$ cat src/core/cdh_pkg.sv
// Package for the CPU debug halt control block
package cdh_pkg;

    // ----------------------------------------------------------------
    // Widths and addresses
    // ----------------------------------------------------------------
    localparam int unsigned ADDR_W = 32;
    localparam logic [31:0] CORE_WIN_LO = 32'hf7e10000;
    localparam logic [31:0] CORE_WIN_HI = 32'hf7e1ffff;
    localparam logic [31:0] PC_RESET    = 32'h00000000;
    localparam logic [31:0] CTX_PSW_OFF = 32'h00000004;
    localparam logic [31:0] LOOP_ONE    = 32'h00000001;
    localparam logic [31:0] ZERO32      = 32'h00000000;
    localparam logic [31:0] INSN_STEP   = 32'h00000004;

    // ----------------------------------------------------------------
    // Program status word field layout
    // ----------------------------------------------------------------
    localparam int unsigned PRS_W = 2;
    localparam int unsigned PRS_LSB = 12;
    localparam logic [PRS_W-1:0] PRS_RESET = 2'h0;

    // ----------------------------------------------------------------
    // Breakpoint actions, halt sources and controller states
    // ----------------------------------------------------------------
    typedef enum logic [1:0] {
        ACT_NONE = 2'h0,
        ACT_HALT = 2'h1,
        ACT_TRAP = 2'h2
    } cdh_action_t;

    typedef enum logic [2:0] {
        SRC_NONE  = 3'h0,
        SRC_WRITE = 3'h1,
        SRC_BKPT  = 3'h2,
        SRC_BREAK_INPUT_PIN = 3'h4
    } cdh_src_t;

    typedef enum logic [2:0] {
        ST_RUN  = 3'b001,
        ST_HALT = 3'b010,
        ST_MON  = 3'b100
    } cdh_state_t;

    // ----------------------------------------------------------------
    // Carriers
    // ----------------------------------------------------------------
    // One retiring instruction from the core pipeline
    typedef struct packed {
        logic              valid;
        logic [31:0]       pc;
        logic [31:0]       seqPc;       // Fall-through address
        logic              isBranch;    // Load-store pipe branch or loop
        logic              isLoop;
        logic              taken;       // Resolved outcome, never the prediction
        logic [31:0]       target;
        logic [31:0]       loopCount;
        logic              haltWrite;   // Write to debug_status_reg setting halt
        logic              injected;    // Came through debug_injection_port
        logic              isRfm;
        logic [31:0]       savedPsw;    // Status word read from context + 4
    } cdh_retire_t;

    typedef struct packed {
        logic              valid;
        logic [31:0]       addr;
        logic              write;
    } cdh_bus_t;

    typedef struct packed {
        cdh_state_t        state;
        logic [31:0]       pc;
        logic [PRS_W-1:0]  protection_set_select;
        logic [PRS_W-1:0]  monPrs;
        logic [31:0]       loopCount;
        logic              loopWrite;
        cdh_src_t          src;
        logic              halted;
        logic              trapEnter;
        logic              busConflict;
        logic              stepArmed;
    } cdh_state_s_t;

    function automatic logic inCoreWindow(input logic [31:0] a);
        return (a >= CORE_WIN_LO) && (a <= CORE_WIN_HI);
    endfunction

endpackage : cdh_pkg

$ cat src/core/cdh_halt_ctrl.sv
// Debug halt, breakpoint, monitor return and loop exit control
//
// Contract
// RULE1: A halting write to the debug status register halts the CPU with the correct next address in the PC.
// RULE2: Injected and program-fetched halting writes behave the same way.
// RULE3: A branch or loop right after a halting write resolves first, so the PC never holds a mispredicted target.
// RULE4: The PC read while halted is the true next address, and execution resumes from it.
// RULE5: An external agent should stop the CPU through the break input or breakpoints, not injected writes.
// RULE6: Software should follow any write to the debug status register with a barrier.
// RULE7: A trap-action breakpoint enters the monitor, and return_from_monitor restores context and status word.
// RULE8: After return_from_monitor execution resumes where the breakpoint interrupted it.
// RULE9: The restored protection set governs every instruction fetched after the return, the very next included.
// RULE10: Monitor software should copy the saved protection set from context offset 4 and barrier before returning.
// RULE11: A halt-action after-execution breakpoint halts right after the instruction with a correct next PC.
// RULE12: For stepping the debugger sets two ranges that exclude only the current address; the agent's second range also stops at 32'h0fffffff.
// RULE13: With those ranges bound to halt-action before-execution breakpoints, one instruction runs and the CPU halts.
// RULE14: A loop with a zero count falls through and never wraps to all ones.
// RULE15: Bus accesses to the core register window while running do not disturb later loop exits.
// RULE16: External masters should reach the core register window only while halted.
// RULE17: The source that halted the CPU is recorded for the debugger.
`timescale 1ns/1ps
module cdh_halt_ctrl
    import cdh_pkg::*;
(
    // Clock and reset
    input  wire logic             clk_sys,
    input  wire logic             arst_n,
    // Retiring instruction
    input  wire cdh_retire_t      retire,
    // Breakpoint matches on the retiring instruction
    input  wire logic             bbmHit,
    input  wire cdh_action_t      bbmAction,
    input  wire logic             bamHit,
    input  wire cdh_action_t      bamAction,
    // Debugger controls
    input  wire logic             breakIn,
    input  wire logic             wakeReq,
    // System bus observation
    input  wire cdh_bus_t         sysBus,
    // Status toward debugger and core
    output logic                  halted,
    output logic                  trapEnter,
    output logic [31:0]           pcOut,
    output logic [PRS_W-1:0]      prsOut,
    output logic [31:0]           loopCountOut,
    output logic                  loopWrite,
    output cdh_src_t              haltSrc,
    output logic                  busConflict
);

    cdh_state_s_t s_q;
    cdh_state_s_t s_d;

    // Next address after a retired instruction, from resolved outcome only
    function automatic logic [31:0] nextPc(input cdh_retire_t r, input logic loopTaken);
        if (r.isLoop) begin
            return loopTaken ? r.target : r.seqPc;
        end
        return (r.isBranch && r.taken) ? r.target : r.seqPc;
    endfunction

    logic        loopTaken;
    logic [31:0] npc;

    // ----------------------------------------------------------------
    // Next-state logic
    // ----------------------------------------------------------------
    always_comb begin
        s_d           = s_q;
        s_d.trapEnter = 1'b0;
        s_d.loopWrite = 1'b0;
        // Loop exits depend only on the operand, never on bus traffic
        loopTaken = retire.isLoop && (retire.loopCount != ZERO32); // RULE14 RULE15
        npc       = nextPc(retire, loopTaken); // RULE3
        // Flagged for the debugger only; it never feeds the loop path
        if (sysBus.valid && inCoreWindow(sysBus.addr) && !s_q.halted) begin
            s_d.busConflict = 1'b1; // RULE16
        end
        unique case (s_q.state)
            ST_RUN: begin
                if (breakIn) begin
                    s_d.state = ST_HALT;
                    s_d.src   = SRC_BREAK_INPUT_PIN; // RULE17
                end else if (retire.valid) begin
                    if (bbmHit && bbmAction == ACT_HALT) begin
                        // Instruction does not execute; PC stays on it
                        s_d.pc    = retire.pc; // RULE13
                        s_d.state = ST_HALT;
                        s_d.src   = SRC_BKPT;
                    end else if (bbmHit && bbmAction == ACT_TRAP) begin
                        s_d.pc     = retire.pc;
                        s_d.monPrs = s_q.protection_set_select;
                        s_d.state  = ST_MON; // RULE7
                        s_d.trapEnter = 1'b1;
                    end else begin
                        s_d.pc = npc; // RULE3
                        if (retire.isLoop) begin
                            s_d.loopCount = loopTaken ? retire.loopCount - LOOP_ONE : ZERO32; // RULE14
                            s_d.loopWrite = 1'b1;
                        end
                        if (retire.haltWrite) begin
                            // Same path for injected and fetched writes
                            s_d.state = ST_HALT; // RULE1 RULE2
                            s_d.src   = SRC_WRITE;
                        end else if (bamHit && bamAction == ACT_HALT) begin
                            s_d.state = ST_HALT; // RULE11
                            s_d.src   = SRC_BKPT;
                        end else if (bamHit && bamAction == ACT_TRAP) begin
                            s_d.monPrs    = s_q.protection_set_select;
                            s_d.state     = ST_MON; // RULE7
                            s_d.trapEnter = 1'b1;
                        end
                    end
                end
            end
            ST_HALT: begin
                if (wakeReq) begin
                    s_d.state = ST_RUN; // RULE4
                    s_d.src   = SRC_NONE;
                end
            end
            ST_MON: begin
                if (retire.valid && retire.isRfm) begin
                    // Protection set applies from the next fetch on
                    s_d.protection_set_select   = retire.savedPsw[PRS_LSB +: PRS_W]; // RULE9
                    s_d.state = ST_RUN; // RULE8
                end
            end
        endcase
        s_d.halted = (s_d.state == ST_HALT);
    end

    // ----------------------------------------------------------------
    // State register
    // ----------------------------------------------------------------
    always_ff @(posedge clk_sys or negedge arst_n) begin
        if (!arst_n) begin
            s_q <= '{state: ST_RUN, pc: PC_RESET, protection_set_select: PRS_RESET, monPrs: PRS_RESET,
                     loopCount: ZERO32, loopWrite: 1'b0, src: SRC_NONE, halted: 1'b0,
                     trapEnter: 1'b0, busConflict: 1'b0, stepArmed: 1'b0};
        end else begin
            s_q <= s_d;
        end
    end

    // ----------------------------------------------------------------
    // Outputs
    // ----------------------------------------------------------------
    assign halted       = s_q.halted;
    assign trapEnter    = s_q.trapEnter;
    assign pcOut        = s_q.pc;
    assign prsOut       = s_q.protection_set_select;
    assign loopCountOut = s_q.loopCount;
    assign loopWrite    = s_q.loopWrite;
    assign haltSrc      = s_q.src;
    assign busConflict  = s_q.busConflict;

    // ----------------------------------------------------------------
    // Assertions
    // ----------------------------------------------------------------
    a_write_halts: assert property (@(posedge clk_sys) disable iff (!arst_n) // RULE1
        (s_q.state == ST_RUN && !breakIn && retire.valid && !bbmHit && retire.haltWrite)
        |=> halted && haltSrc == SRC_WRITE)
        else $error("halting write did not halt");
    a_halt_pc_resolved: assert property (@(posedge clk_sys) disable iff (!arst_n) // RULE3
        (s_q.state == ST_RUN && !breakIn && retire.valid && !bbmHit && retire.haltWrite
         && retire.isBranch && !retire.isLoop && !retire.taken) |=> pcOut == $past(retire.seqPc))
        else $error("halt left mispredicted target in pc");
    a_inject_same: assert property (@(posedge clk_sys) disable iff (!arst_n) // RULE2
        (s_q.state == ST_RUN && !breakIn && retire.valid && !bbmHit && retire.haltWrite && retire.injected)
        |=> halted)
        else $error("injected write behaved differently");
    a_halt_pc_stable: assert property (@(posedge clk_sys) disable iff (!arst_n) // RULE4
        halted && !wakeReq |=> $stable(pcOut))
        else $error("pc moved while halted");
    a_rfm_prs: assert property (@(posedge clk_sys) disable iff (!arst_n) // RULE9
        (s_q.state == ST_MON && retire.valid && retire.isRfm)
        |=> prsOut == $past(retire.savedPsw[PRS_LSB +: PRS_W]) && s_q.state == ST_RUN)
        else $error("protection set not restored at return");
    a_trap_enter: assert property (@(posedge clk_sys) disable iff (!arst_n) // RULE7
        (s_q.state == ST_RUN && !breakIn && retire.valid && bbmHit && bbmAction == ACT_TRAP)
        |=> trapEnter ##1 !trapEnter)
        else $error("trap breakpoint did not enter monitor");
    a_loop_zero_exit: assert property (@(posedge clk_sys) disable iff (!arst_n) // RULE14
        (s_q.state == ST_RUN && !breakIn && retire.valid && !bbmHit && retire.isLoop
         && retire.loopCount == ZERO32) |=> pcOut == $past(retire.seqPc) && loopCountOut == ZERO32)
        else $error("loop wrapped instead of falling through");
    a_break_input_pin_src: assert property (@(posedge clk_sys) disable iff (!arst_n) // RULE17
        (s_q.state == ST_RUN && breakIn) |=> halted && haltSrc == SRC_BREAK_INPUT_PIN)
        else $error("break input source not recorded");
    a_bam_halt: assert property (@(posedge clk_sys) disable iff (!arst_n) // RULE11
        (s_q.state == ST_RUN && !breakIn && retire.valid && !bbmHit && !retire.haltWrite
         && bamHit && bamAction == ACT_HALT) |=> halted && pcOut == $past(npc))
        else $error("after-execution halt pc wrong");
    a_step_halt: assert property (@(posedge clk_sys) disable iff (!arst_n) // RULE13
        (s_q.state == ST_RUN && !breakIn && retire.valid && bbmHit && bbmAction == ACT_HALT)
        |=> halted && pcOut == $past(retire.pc))
        else $error("before-execution halt did not stop on instruction");

endmodule // cdh_halt_ctrl

$ cat config.mk
export PLATFORM = sky130hd
export DESIGN_NAME = cdh_halt_ctrl
export DESIGN_NICKNAME = d
export VERILOG_FILES = /design/src/core/cdh_pkg.sv /design/src/core/cdh_halt_ctrl.sv
export SDC_FILE = /design/constraint.sdc
export NUM_CORES = 1
export LEC_CHECK = 0
export ABC_CLOCK_PERIOD_IN_PS = 1800
export BUFFER_PORTS_ARGS = -buffer_cell sky130_fd_sc_hd__buf_2
export CORE_ASPECT_RATIO = 2
export CORE_UTILIZATION = 41
export CTS_BUF_LIST = sky130_fd_sc_hd__clkbuf_8
export DETAILED_ROUTE_END_ITERATION = 12
export PLACE_DENSITY = 0.84
export REMOVE_ABC_BUFFERS = 1
export SYNTH_ARGS = -nofsm -noshare
export SYNTH_HDL_FRONTEND = slang
export SYNTH_SLANG_ARGS = --single-unit
$ cat constraint.sdc
create_clock -name clk_sys -period 1.8 [get_ports clk_sys]
set_clock_uncertainty 0.05 [all_clocks]
set_input_delay 0.09 -clock clk_sys [delete_from_list [all_inputs] [get_ports clk_sys]]
set_output_delay 0.09 -clock clk_sys [all_outputs]
set_load 0.1 [all_outputs]
-- Yosys cells after proc, flatten, opt, wreduce, memory -nomap -nowiden
Cells that the tools add are included.
W data, S select, Z words.
- register bits: 76
- output and inout port bits: 73
- bits of input ports: 211
- muxes and demuxes: 36
- bitwise operators: 3
- equal/unequal tests: 12
- $add $sub $neg: 1
- order comparisons: 2
- reductions and logical operators: 17
- operator list (operator ; number):
    $mux W32 ; 5
    $mux W35 ; 3
    $mux W3 ; 11
    $ge A32 B32 Y1 const B ; 1
    $le A32 B32 Y1 const B ; 1
    $reduce_bool A32 Y1 ; 1
    $sub A32 B1 Y32 const B ; 1
    $mux W1 ; 13
    $logic_and A1 B1 Y1 ; 10
    $pmux W3 S3 ; 1
    $mux W4 ; 2
    $eq A3 B2 Y1 const B ; 2
    $pmux W3 S2 ; 1
    $reduce_and A6 Y1 ; 1
    $ne A5 B5 Y1 const B ; 1
    $reduce_and A5 Y1 ; 1
    $eq A2 B1 Y1 const B ; 2
    $eq A2 B2 Y1 const B ; 2
    $ne A4 B4 Y1 const B ; 1
    $eq A3 B1 Y1 const B ; 1
    $eq A3 B3 Y1 const B ; 1
    $ne A3 B3 Y1 const B ; 1
    $not A1 Y1 ; 3
    $reduce_and A3 Y1 ; 1
    other kinds (4) ; 4

-- Depth between registers and ports, before layout
Gate-level depths: netlist (run 1).
- depth in word-level cells: 11
- mapped depth: 9
- depth with buffers taken out: 7

-- Worst setup path before layout (run 1)
Ideal clock, no wire load.
- path kind: in2reg
- from: input retire[35] (netlist name)
- to: register s_q (netlist bit loopCountOut[15])
- buffers on the path: 2
- library setup time: 0.119 ns
- stages on the path: 9
- data arrival time: 2.100 ns
- setup slack: -0.469 ns
- cells stage by stage: inv_1 > ha_1 > or4b_4 > or2_1 > buf_6 > or4_4 > o21ai_4 > buf_6 > o21ai_2
- cells in the longest elaborated chain, start to end: 3
- elaborated cells between the ends (all ways): 4
- classes of those cells: add/sub: 1; mux: 1; reduce/logical: 2
- ends and longest elaborated chain (element ; RTL line ; RTL):
    start, declared ; cdh_halt_ctrl.sv:29 ; input wire cdh_retire_t retire,
    branches (longest 2 deep; another with $sub A32 B1 Y32) ; n/a ;
    $mux W32 * ; cdh_halt_ctrl.sv:98 ; s_d.loopCount = loopTaken ? retire.loopCount - LOOP_ONE : ZERO32;
    end signal, assigned ; cdh_halt_ctrl.sv:138 ; s_q <= '{state: ST_RUN, pc: PC_RESET, protection_set_select: PRS_RESET, monPrs: PRS_RESET,
    end, declared ; cdh_halt_ctrl.sv:51 ; cdh_state_s_t s_q;
Every way passes the cells marked *.
A chain may end at the register's enable or synchronous reset.

-- Final worst setup path (run 1)
- from: input retire[35] (netlist name)
- to: register s_q (netlist bit pcOut[26])
- cells in the longest elaborated chain, start to end: 7
- ends and longest elaborated chain (element ; RTL line ; RTL):
    $reduce_bool A32 Y1 ; cdh_halt_ctrl.sv:73 ; loopTaken = retire.isLoop && (retire.loopCount != ZERO32);
    $logic_and A1 B1 Y1 ; cdh_halt_ctrl.sv:73 ;
    $mux W32 ; cdh_halt_ctrl.sv:57 ; return loopTaken ? r.target : r.seqPc;
    $mux W32 ; cdh_halt_ctrl.sv:56 ; if (r.isLoop) begin
    $mux W32 ; cdh_halt_ctrl.sv:59 ; return (r.isBranch && r.taken) ? r.target : r.seqPc;
    $mux W35 ; cdh_halt_ctrl.sv:90 ; end else if (bbmHit && bbmAction == ACT_TRAP) begin
    $mux W35 ; cdh_halt_ctrl.sv:85 ; if (bbmHit && bbmAction == ACT_HALT) begin
No other way between the ends. The select of a mux whose other input is x is not followed.

==> results by group, run 1 <==
Run status
  – Status: finished with violations
  – Failing checks: negative setup slack

Power
  – Power Dens Cells: between 1000 and 1500 nW/µm²
  – Leak: around 4 nW
  – Total Power: between 10 and 15 mW
  – Worst VDD drop: ~0.0011 V

STA
  – Unrepaired setup endpoints after global routing: yes
  – Setup TNS: -2.331 ns
  – Worst slew pin tran: approximately 0.53 ns
  – Clock period minus worst slack: roughly 1.9 ns
  – Normalized max-slew margin: between 60% and 70%
  – # setup viols final: 50
  – Final Cycle Share: 105.2%
  – Final WS setup: -0.09304 ns
  – Highest clock rate: roughly 530 MHz
  – Final Max Tran Viols: 0
  – Final Hold Fails: 0

Place
  – Final HPWL from detailed placement: approximately 15,000 µm
  – Dpl ws: -0.5727 ns
  – Input/output buffers: ~240
  – RePlAce Congestion: between 0.8 and 0.9
  – Placed Area: roughly 7300 µm²

Global route
  – Initial antenna violation count: 1
  – Number of global-route vias before repair: 6,900
  – Total GRT Usage: 28.02%
  – Largest net degree at the start of global routing: 65
  – First-pass GRT wire length: about 32,000 µm
  – Grt ovf: 0

CTS
  – CTS Buf Count: 9
  – Max Root-Sink Buffers: 2
  – Clk root buf: clkbuf_8
  – CTS Sinks: between 70 and 80
  – Number of H-tree levels: 3
  – Clock-pin slew on the worst setup and hold paths: 0.09 ns
  – CTS tree: done
  – Clock Latency Late Sink: 0.37 ns

Routing
  – Via density: about 5.8
  – WL per Instance: about 18 µm
  – Post-route DRC: 0
  – Total routed wirelength: approximately 21,000 µm
  – Iteration-0 DRC Markers: 560
  – ANT nets after route: 0
  – Vias: approximately 6,900
  – Drt pass-1 iters: 8

Setup path
  – R2R Setup Slk: approximately 0.03 ns
  – CP Data Arrival Time: 2.11 ns
  – RR Endpoint: pcOut[6]
  – Reg2reg start: s_q[78]
  – Critical Path RT: 2.01 ns
  – Worst Path Max Fanout: 6
  – Cells on worst reg2reg path: 6
  – Worst setup EP type: register
  – Startpoint types: input pin
  – Critical path type: in2reg

Die
  – Die height: roughly 170 µm
  – Die ar.: 14,730 µm²
  – Initial Util: between 40% and 50%
  – Chip Width: ~86 µm
  – Site Rows: between 60 and 70
  – Total core area: ~14,000 µm²
  – # IOs: around 280

Yosys
  – Sequential share of the synthesized area: between 30% and 40%
  – Post-synthesis cell count: 750
  – Warnings, synthesis: 0
  – Syn Area/Cell: 7.776 µm²
  – Synthesized area: 5832 µm²
  – Ys flop type: dfrtp_1
  – Synth cell types: 60
  – #FFs+latches synth: 76
  – Ys async rst share: 100.0%
  – EDFF count, synth: 0

Cells and area
  – Post-Route Utilization: approximately three fifths
  – Fill cell count: 1,220
  – Most common cell after layout, fill and taps aside: buf_2
  – Cell area after layout: ~8000 µm²
  – Synth-to-Final Area Change: 38.60%
  – Most frequent cells in the layout: buf_2, nor2_1, dfrtp_1, buf_4, a21oi_1
  – Nets@finish: 1,206
  – Share of cells above drive strength 1: between 30% and 40%

Hold path
  – Min-delay src: retire[36]
  – Hold WC Path Type: in2reg
  – Hold Crit Endpoint: loopCountOut[1]
  – Hold Path Cell Cnt: 4

Job
  – Max cap viols: 0
## worst max path at each step
| stage | start | end | slack [ns] | cells past startpoint |
|---|---|---|---|---|
| 6_report | retire[35] | pcOut[26] | -0.09 | 9 |
| 3_3_place_gp | retire[35] | pcOut[2] | -0.52 | 9 |
| 4_1_cts | retire[35] | pcOut[30] | -0.04 | 9 |
| 5_1_grt | retire[35] | pcOut[20] | -0.14 | 9 |
| 3_5_place_dp | retire[35] | pcOut[26] | -0.57 | 9 |
| 2_1_floorplan | retire[62] | pcOut[0] | -1.30 | 5 |
## critical path: stages
cell	delay, ns
buf_8	0.10
inv_4	0.05
ha_4	0.13
or4b_4	0.47
or4_4	0.59
buf_8	0.18
o31a_1	0.25
o21ai_1	0.16
a21oi_1	0.09
## routing by layer
layer,routed length [µm],track usage [%],up-vias
met3,1503,6.319,123
met5,0,0,-
met1,7102,26.31,3210
met4,1470,21.52,0
li1,-,-,3088
met2,11230,51.24,447
## where the power goes
| group | total (mW) | switching, mW | leakage (nW) | internal [mW] |
|---|---|---|---|---|
| clock | 1.35 | 0.714 | 0.0887 | 0.633 |
| sequential | 2.83 | 0.441 | 0.950 | 2.39 |
| combinational | 7.55 | 6.15 | 2.93 | 1.40 |
| total | 11.7 | 7.30 | 3.97 | 4.42 |
## Yosys cell counts, types with 9 or more instances
cell type	instances	share of area [%]
a21oi_1	74	6.4
and4_1	9	1.4
buf_4	69	8.9
clkbuf_1	45	2.9
dfrtp_1	75	32
inv_1	32	2.1
nand2_1	68	4.4
nand4_1	25	2.7
nor2_1	75	4.8
nor3_1	10	0.86
nor4_1	14	1.5
o211a_1	23	3.9
o21ai_0	52	4.5
o21ai_2	10	1.5
o22ai_1	24	2.6
o31a_1	9	1.4
o31ai_1	11	1.4
or3_1	21	2.3
xnor2_1	21	3.2
## per-stage QoR
step	hold WS, ns	instances
after floorplan	-0.2556	625
after global placement	-0.05358	1136
after detailed placement	-0.04865	1136
after CTS	0.005015	1184
after global routing	0.02071	1189
final	0.02707	1190
## state kept, by name, summed over array words and instances (netlist names)
name,cells
loopWrite,1
pcOut,32
s_q,3
loopCountOut,32
haltSrc,3
trapEnter,1
halted,1
busConflict,1
prsOut,2
## timing repair
item | 4_1_cts | 5_1_grt
buffers inserted | 0 | 3
resized for setup | 27 | 19
endpoints found under the setup margin | 62 | 66
pin swaps | 7 | 12
hold endpoints to repair | 104 | 1
cloned | 1 | 1
hold buffers | 31 | 1
## cell families after synthesis
logic type               Yosys count  synth area share, %
AO/OA/AOI/OAI                    225                24.59
XOR/XNOR                          26                3.905
adder cells (fa/ha/maj)            1               0.2145
buffers and inverters            157                14.91
flip-flops                        76                32.63
multiplexers                       5               0.8797
AND/OR/NAND/NOR                  260                22.87
## cell type report
type / instances / area (µm²) / share of cell area, %
timing repair buffer: 358 / 2424 / 29.98
multi-input combinational: 517 / 3198 / 39.57
inverter: 32 / 122.6 / 1.517
clock buffer: 9 / 123.9 / 1.533
sequential: 76 / 1904 / 23.56
clock inverter: 7 / 68.82 / 0.8514
tap: 189 / 236.5 / 2.926
antenna: 2 / 5.005 / 0.06192
Power figures use the tool's default switching activity.
==> inputs of run 2 (changes only) <==
--- a/config.mk
+++ b/config.mk
@@ -5,13 +5,13 @@
 export SDC_FILE = /design/constraint.sdc
 export NUM_CORES = 1
 export LEC_CHECK = 0
-export ABC_CLOCK_PERIOD_IN_PS = 1800
+export ABC_CLOCK_PERIOD_IN_PS = 2400
 export BUFFER_PORTS_ARGS = -buffer_cell sky130_fd_sc_hd__buf_2
 export CORE_ASPECT_RATIO = 2
 export CORE_UTILIZATION = 41
 export CTS_BUF_LIST = sky130_fd_sc_hd__clkbuf_8
 export DETAILED_ROUTE_END_ITERATION = 12
-export PLACE_DENSITY = 0.84
+export PLACE_DENSITY = 0.81
 export REMOVE_ABC_BUFFERS = 1
 export SYNTH_ARGS = -nofsm -noshare
 export SYNTH_HDL_FRONTEND = slang
==> constraint.sdc (replaced) <==
create_clock -name clk_sys -period 2.4 [get_ports clk_sys]
set_clock_uncertainty 0.05 [all_clocks]
set_input_delay 0.12 -clock clk_sys [delete_from_list [all_inputs] [get_ports clk_sys]]
set_output_delay 0.12 -clock clk_sys [all_outputs]
set_load 0.1 [all_outputs]
==> run 2 against run 1 <==
- the run now ends clean
- routed wire length decreased by 6.4%
- count of clock-buffer cells in the layout increased by 4
- total power decreased by 27%
- setup slack improved by 0.12 ns
- clock power decreased by 28%
- first-iteration DRC count decreased by 14%
- non-clock buffer count decreased by 65
- combinational power decreased by 28%
- cell count decreased by 5.4%
- register-to-register slack improved by 0.18 ns
- core utilization decreased by 5.3 points
==> results by group, run 2 (same netlist as run 1, synthesis figures left out) <==
Run status
  – Status: finished, final reports clean

Setup path
  – Crit-path cells: dlygate4sd3_1 > buf_2 > or3_4 > or4_4 > nor3_4 > buf_12 > buf_12 > o211a_1 > o22ai_1
  – R2R Setup Slk: roughly 0.21 ns
  – Slowest-stage cell, CP: or4_4
  – Critical path type: in2reg
  – Critical Path RT: 2.58 ns
  – Worst setup EP type: register
  – Startpoint types: input pin
  – Most used cell, CP: buf_12
  – Critical path's largest stage delay: ~0.57 ns
  – Worst Path Max Fanout: 9
  – CP Data Arrival Time: 2.55 ns

Global route
  – First-pass GRT wire length: approximately 30,000 µm
  – Number of global-route vias before repair: approximately 6,200
  – Initial antenna violation count: 4
  – Total GRT Usage: around 27%
  – Largest net degree at the start of global routing: 77
  – Grt ovf: 0

Routing
  – Vias: roughly 6,400
  – ANT nets after route: 0
  – Drt pass-1 iters: 5
  – Via density: ~5.7
  – Post-route DRC: 0
  – WL per Instance: between 15 and 20 µm
  – Total routed wirelength: around 20,000 µm
  – Iteration-0 DRC Markers: ~480

Cells and area
  – Most common cell after layout, fill and taps aside: buf_2
  – Storage element area: around 1900 µm²
  – Most frequent cells in the layout: buf_2, nor2_1, dfrtp_1, a21oi_1, nand2_1
  – Share of cells above drive strength 1: between 30% and 40%
  – Nets@finish: around 1,100
  – Footprint of the multi-input gates: between 3000 and 4000 µm²
  – Synth-to-Final Area Change: 25.96%
  – Fill cell count: between 1,000 and 1,500

STA
  – Final WS setup: about 0.030 ns
  – Normalized max-slew margin: between 20% and 30%
  – Clock period minus worst slack: 2.370 ns
  – Worst slew pin tran: about 1.1 ns
  – Final Hold Fails: 0
  – Highest clock rate: 422.0 MHz
  – Final Cycle Share: between 90% and 100%
  – # setup viols final: 0
  – Final Max Tran Viols: 0

Hold path
  – Hold WC Path Type: in2reg

Place
  – Final HPWL from detailed placement: roughly 14,000 µm
  – Dpl ws: roughly 0.022 ns
  – Input/output buffers: 235
  – RePlAce Congestion: 0.8946

Power
  – Power Dens Cells: 1161 nW/µm²
  – Total Power: roughly 8.5 mW
  – Leak: around 3.6 nW
  – Worst VDD drop: between 0.0009 and 0.001 V

CTS
  – Clock-pin slew on the worst setup and hold paths: approximately 0.080 ns
  – Clk root buf: clkbuf_8
  – Clock Latency Late Sink: between 0.3 and 0.4 ns
  – CTS Sinks: between 70 and 80
  – CTS Buf Count: 9
  – Number of H-tree levels: 3
  – Max Root-Sink Buffers: 2
  – CTS tree: done

Die
  – Die ar.: between 10,000 and 15,000 µm²
  – # IOs: between 200 and 300
  – Chip Width: approximately 86 µm
  – Initial Util: roughly two fifths
  – Total core area: approximately 14,000 µm²
  – Die height: roughly 170 µm
  – Site Rows: around 60

Job
  – Max cap viols: 0
## run 2: cell count changes in the layout (fill, tap and decap cells not counted), moves of 6 or more
cell	delta
o21ai_1	-9
buf_4	-43
buf_12	-6
o21ai_0	+9
dlygate4sd3_1	-13
## run 2: final timing paths
| check | cells after the start | from | endpoint |
|---|---|---|---|
| max | 9 | retire[46] | pcOut[3] |
| min | 3 | retire[142] | pcOut[8] |
| max reg2reg | 4 | halted | busConflict |
| min reg2reg | 2 | loopCountOut[10] | loopCountOut[10] |
| max in group asynchronous | 2 | arst_n | pcOut[28] |
| min in group asynchronous | 2 | arst_n | pcOut[5] |
## run 2: through the flow
stage	utilization [%]	hold WS [ns]	std cells	setup TNS (ns)	instance area [µm²]
2_1_floorplan	-	-0.2256	625	-32.34	5082
3_3_place_gp	49.52	0.2863	1083	0	6879
3_5_place_dp	49.52	0.2903	1083	0	6879
4_1_cts	52.20	0.0002122	1117	0	7251
5_1_grt	52.88	0.02080	1126	-0.009791	7346
6_report	52.88	0.02635	1126	0	7346
## run 2: metal layers
| metal | track usage (%) | routed length (µm) |
|---|---|---|
| met2 | 47.14 | 10390 |
| met1 | 26.78 | 6701 |
| met4 | 21.52 | 1397 |
| met5 | 0 | 16 |
| met3 | 6.609 | 1440 |
## run 2: area by class of cell
class | count | share of cell area, %
multi-input combinational | 517 | 42.38
sequential | 76 | 25.91
timing repair buffer | 293 | 24.15
tap | 189 | 3.219
clock buffer | 13 | 2.436
inverter | 32 | 1.635
clock inverter | 3 | 0.1703
antenna | 3 | 0.1022
## run 2: what timing repair did
item / 4_1_cts / 5_1_grt
buffers inserted: 0 / 8
hold buffers: 18 / 0
endpoints found under the setup margin: 0 / 37
endpoints found under the hold margin: 91 / 0
resized for setup: 0 / 10
## run 2: worst max-delay path: cells and delay by family
| kind | cells | cell delay (ns) |
|---|---|---|
| buffers and inverters | 4 | 0.94 |
| AOI/OAI and AO/OA | 2 | 0.25 |
| and+or+nand+nor | 3 | 1.24 |
## run 2: where the power goes
| part | total (mW) | switching (mW) | internal (mW) |
|---|---|---|---|
| clock | 0.973 | 0.492 | 0.481 |
| combinational | 5.46 | 4.54 | 0.923 |
| sequential | 2.10 | 0.308 | 1.79 |
| total | 8.53 | 5.34 | 3.19 |
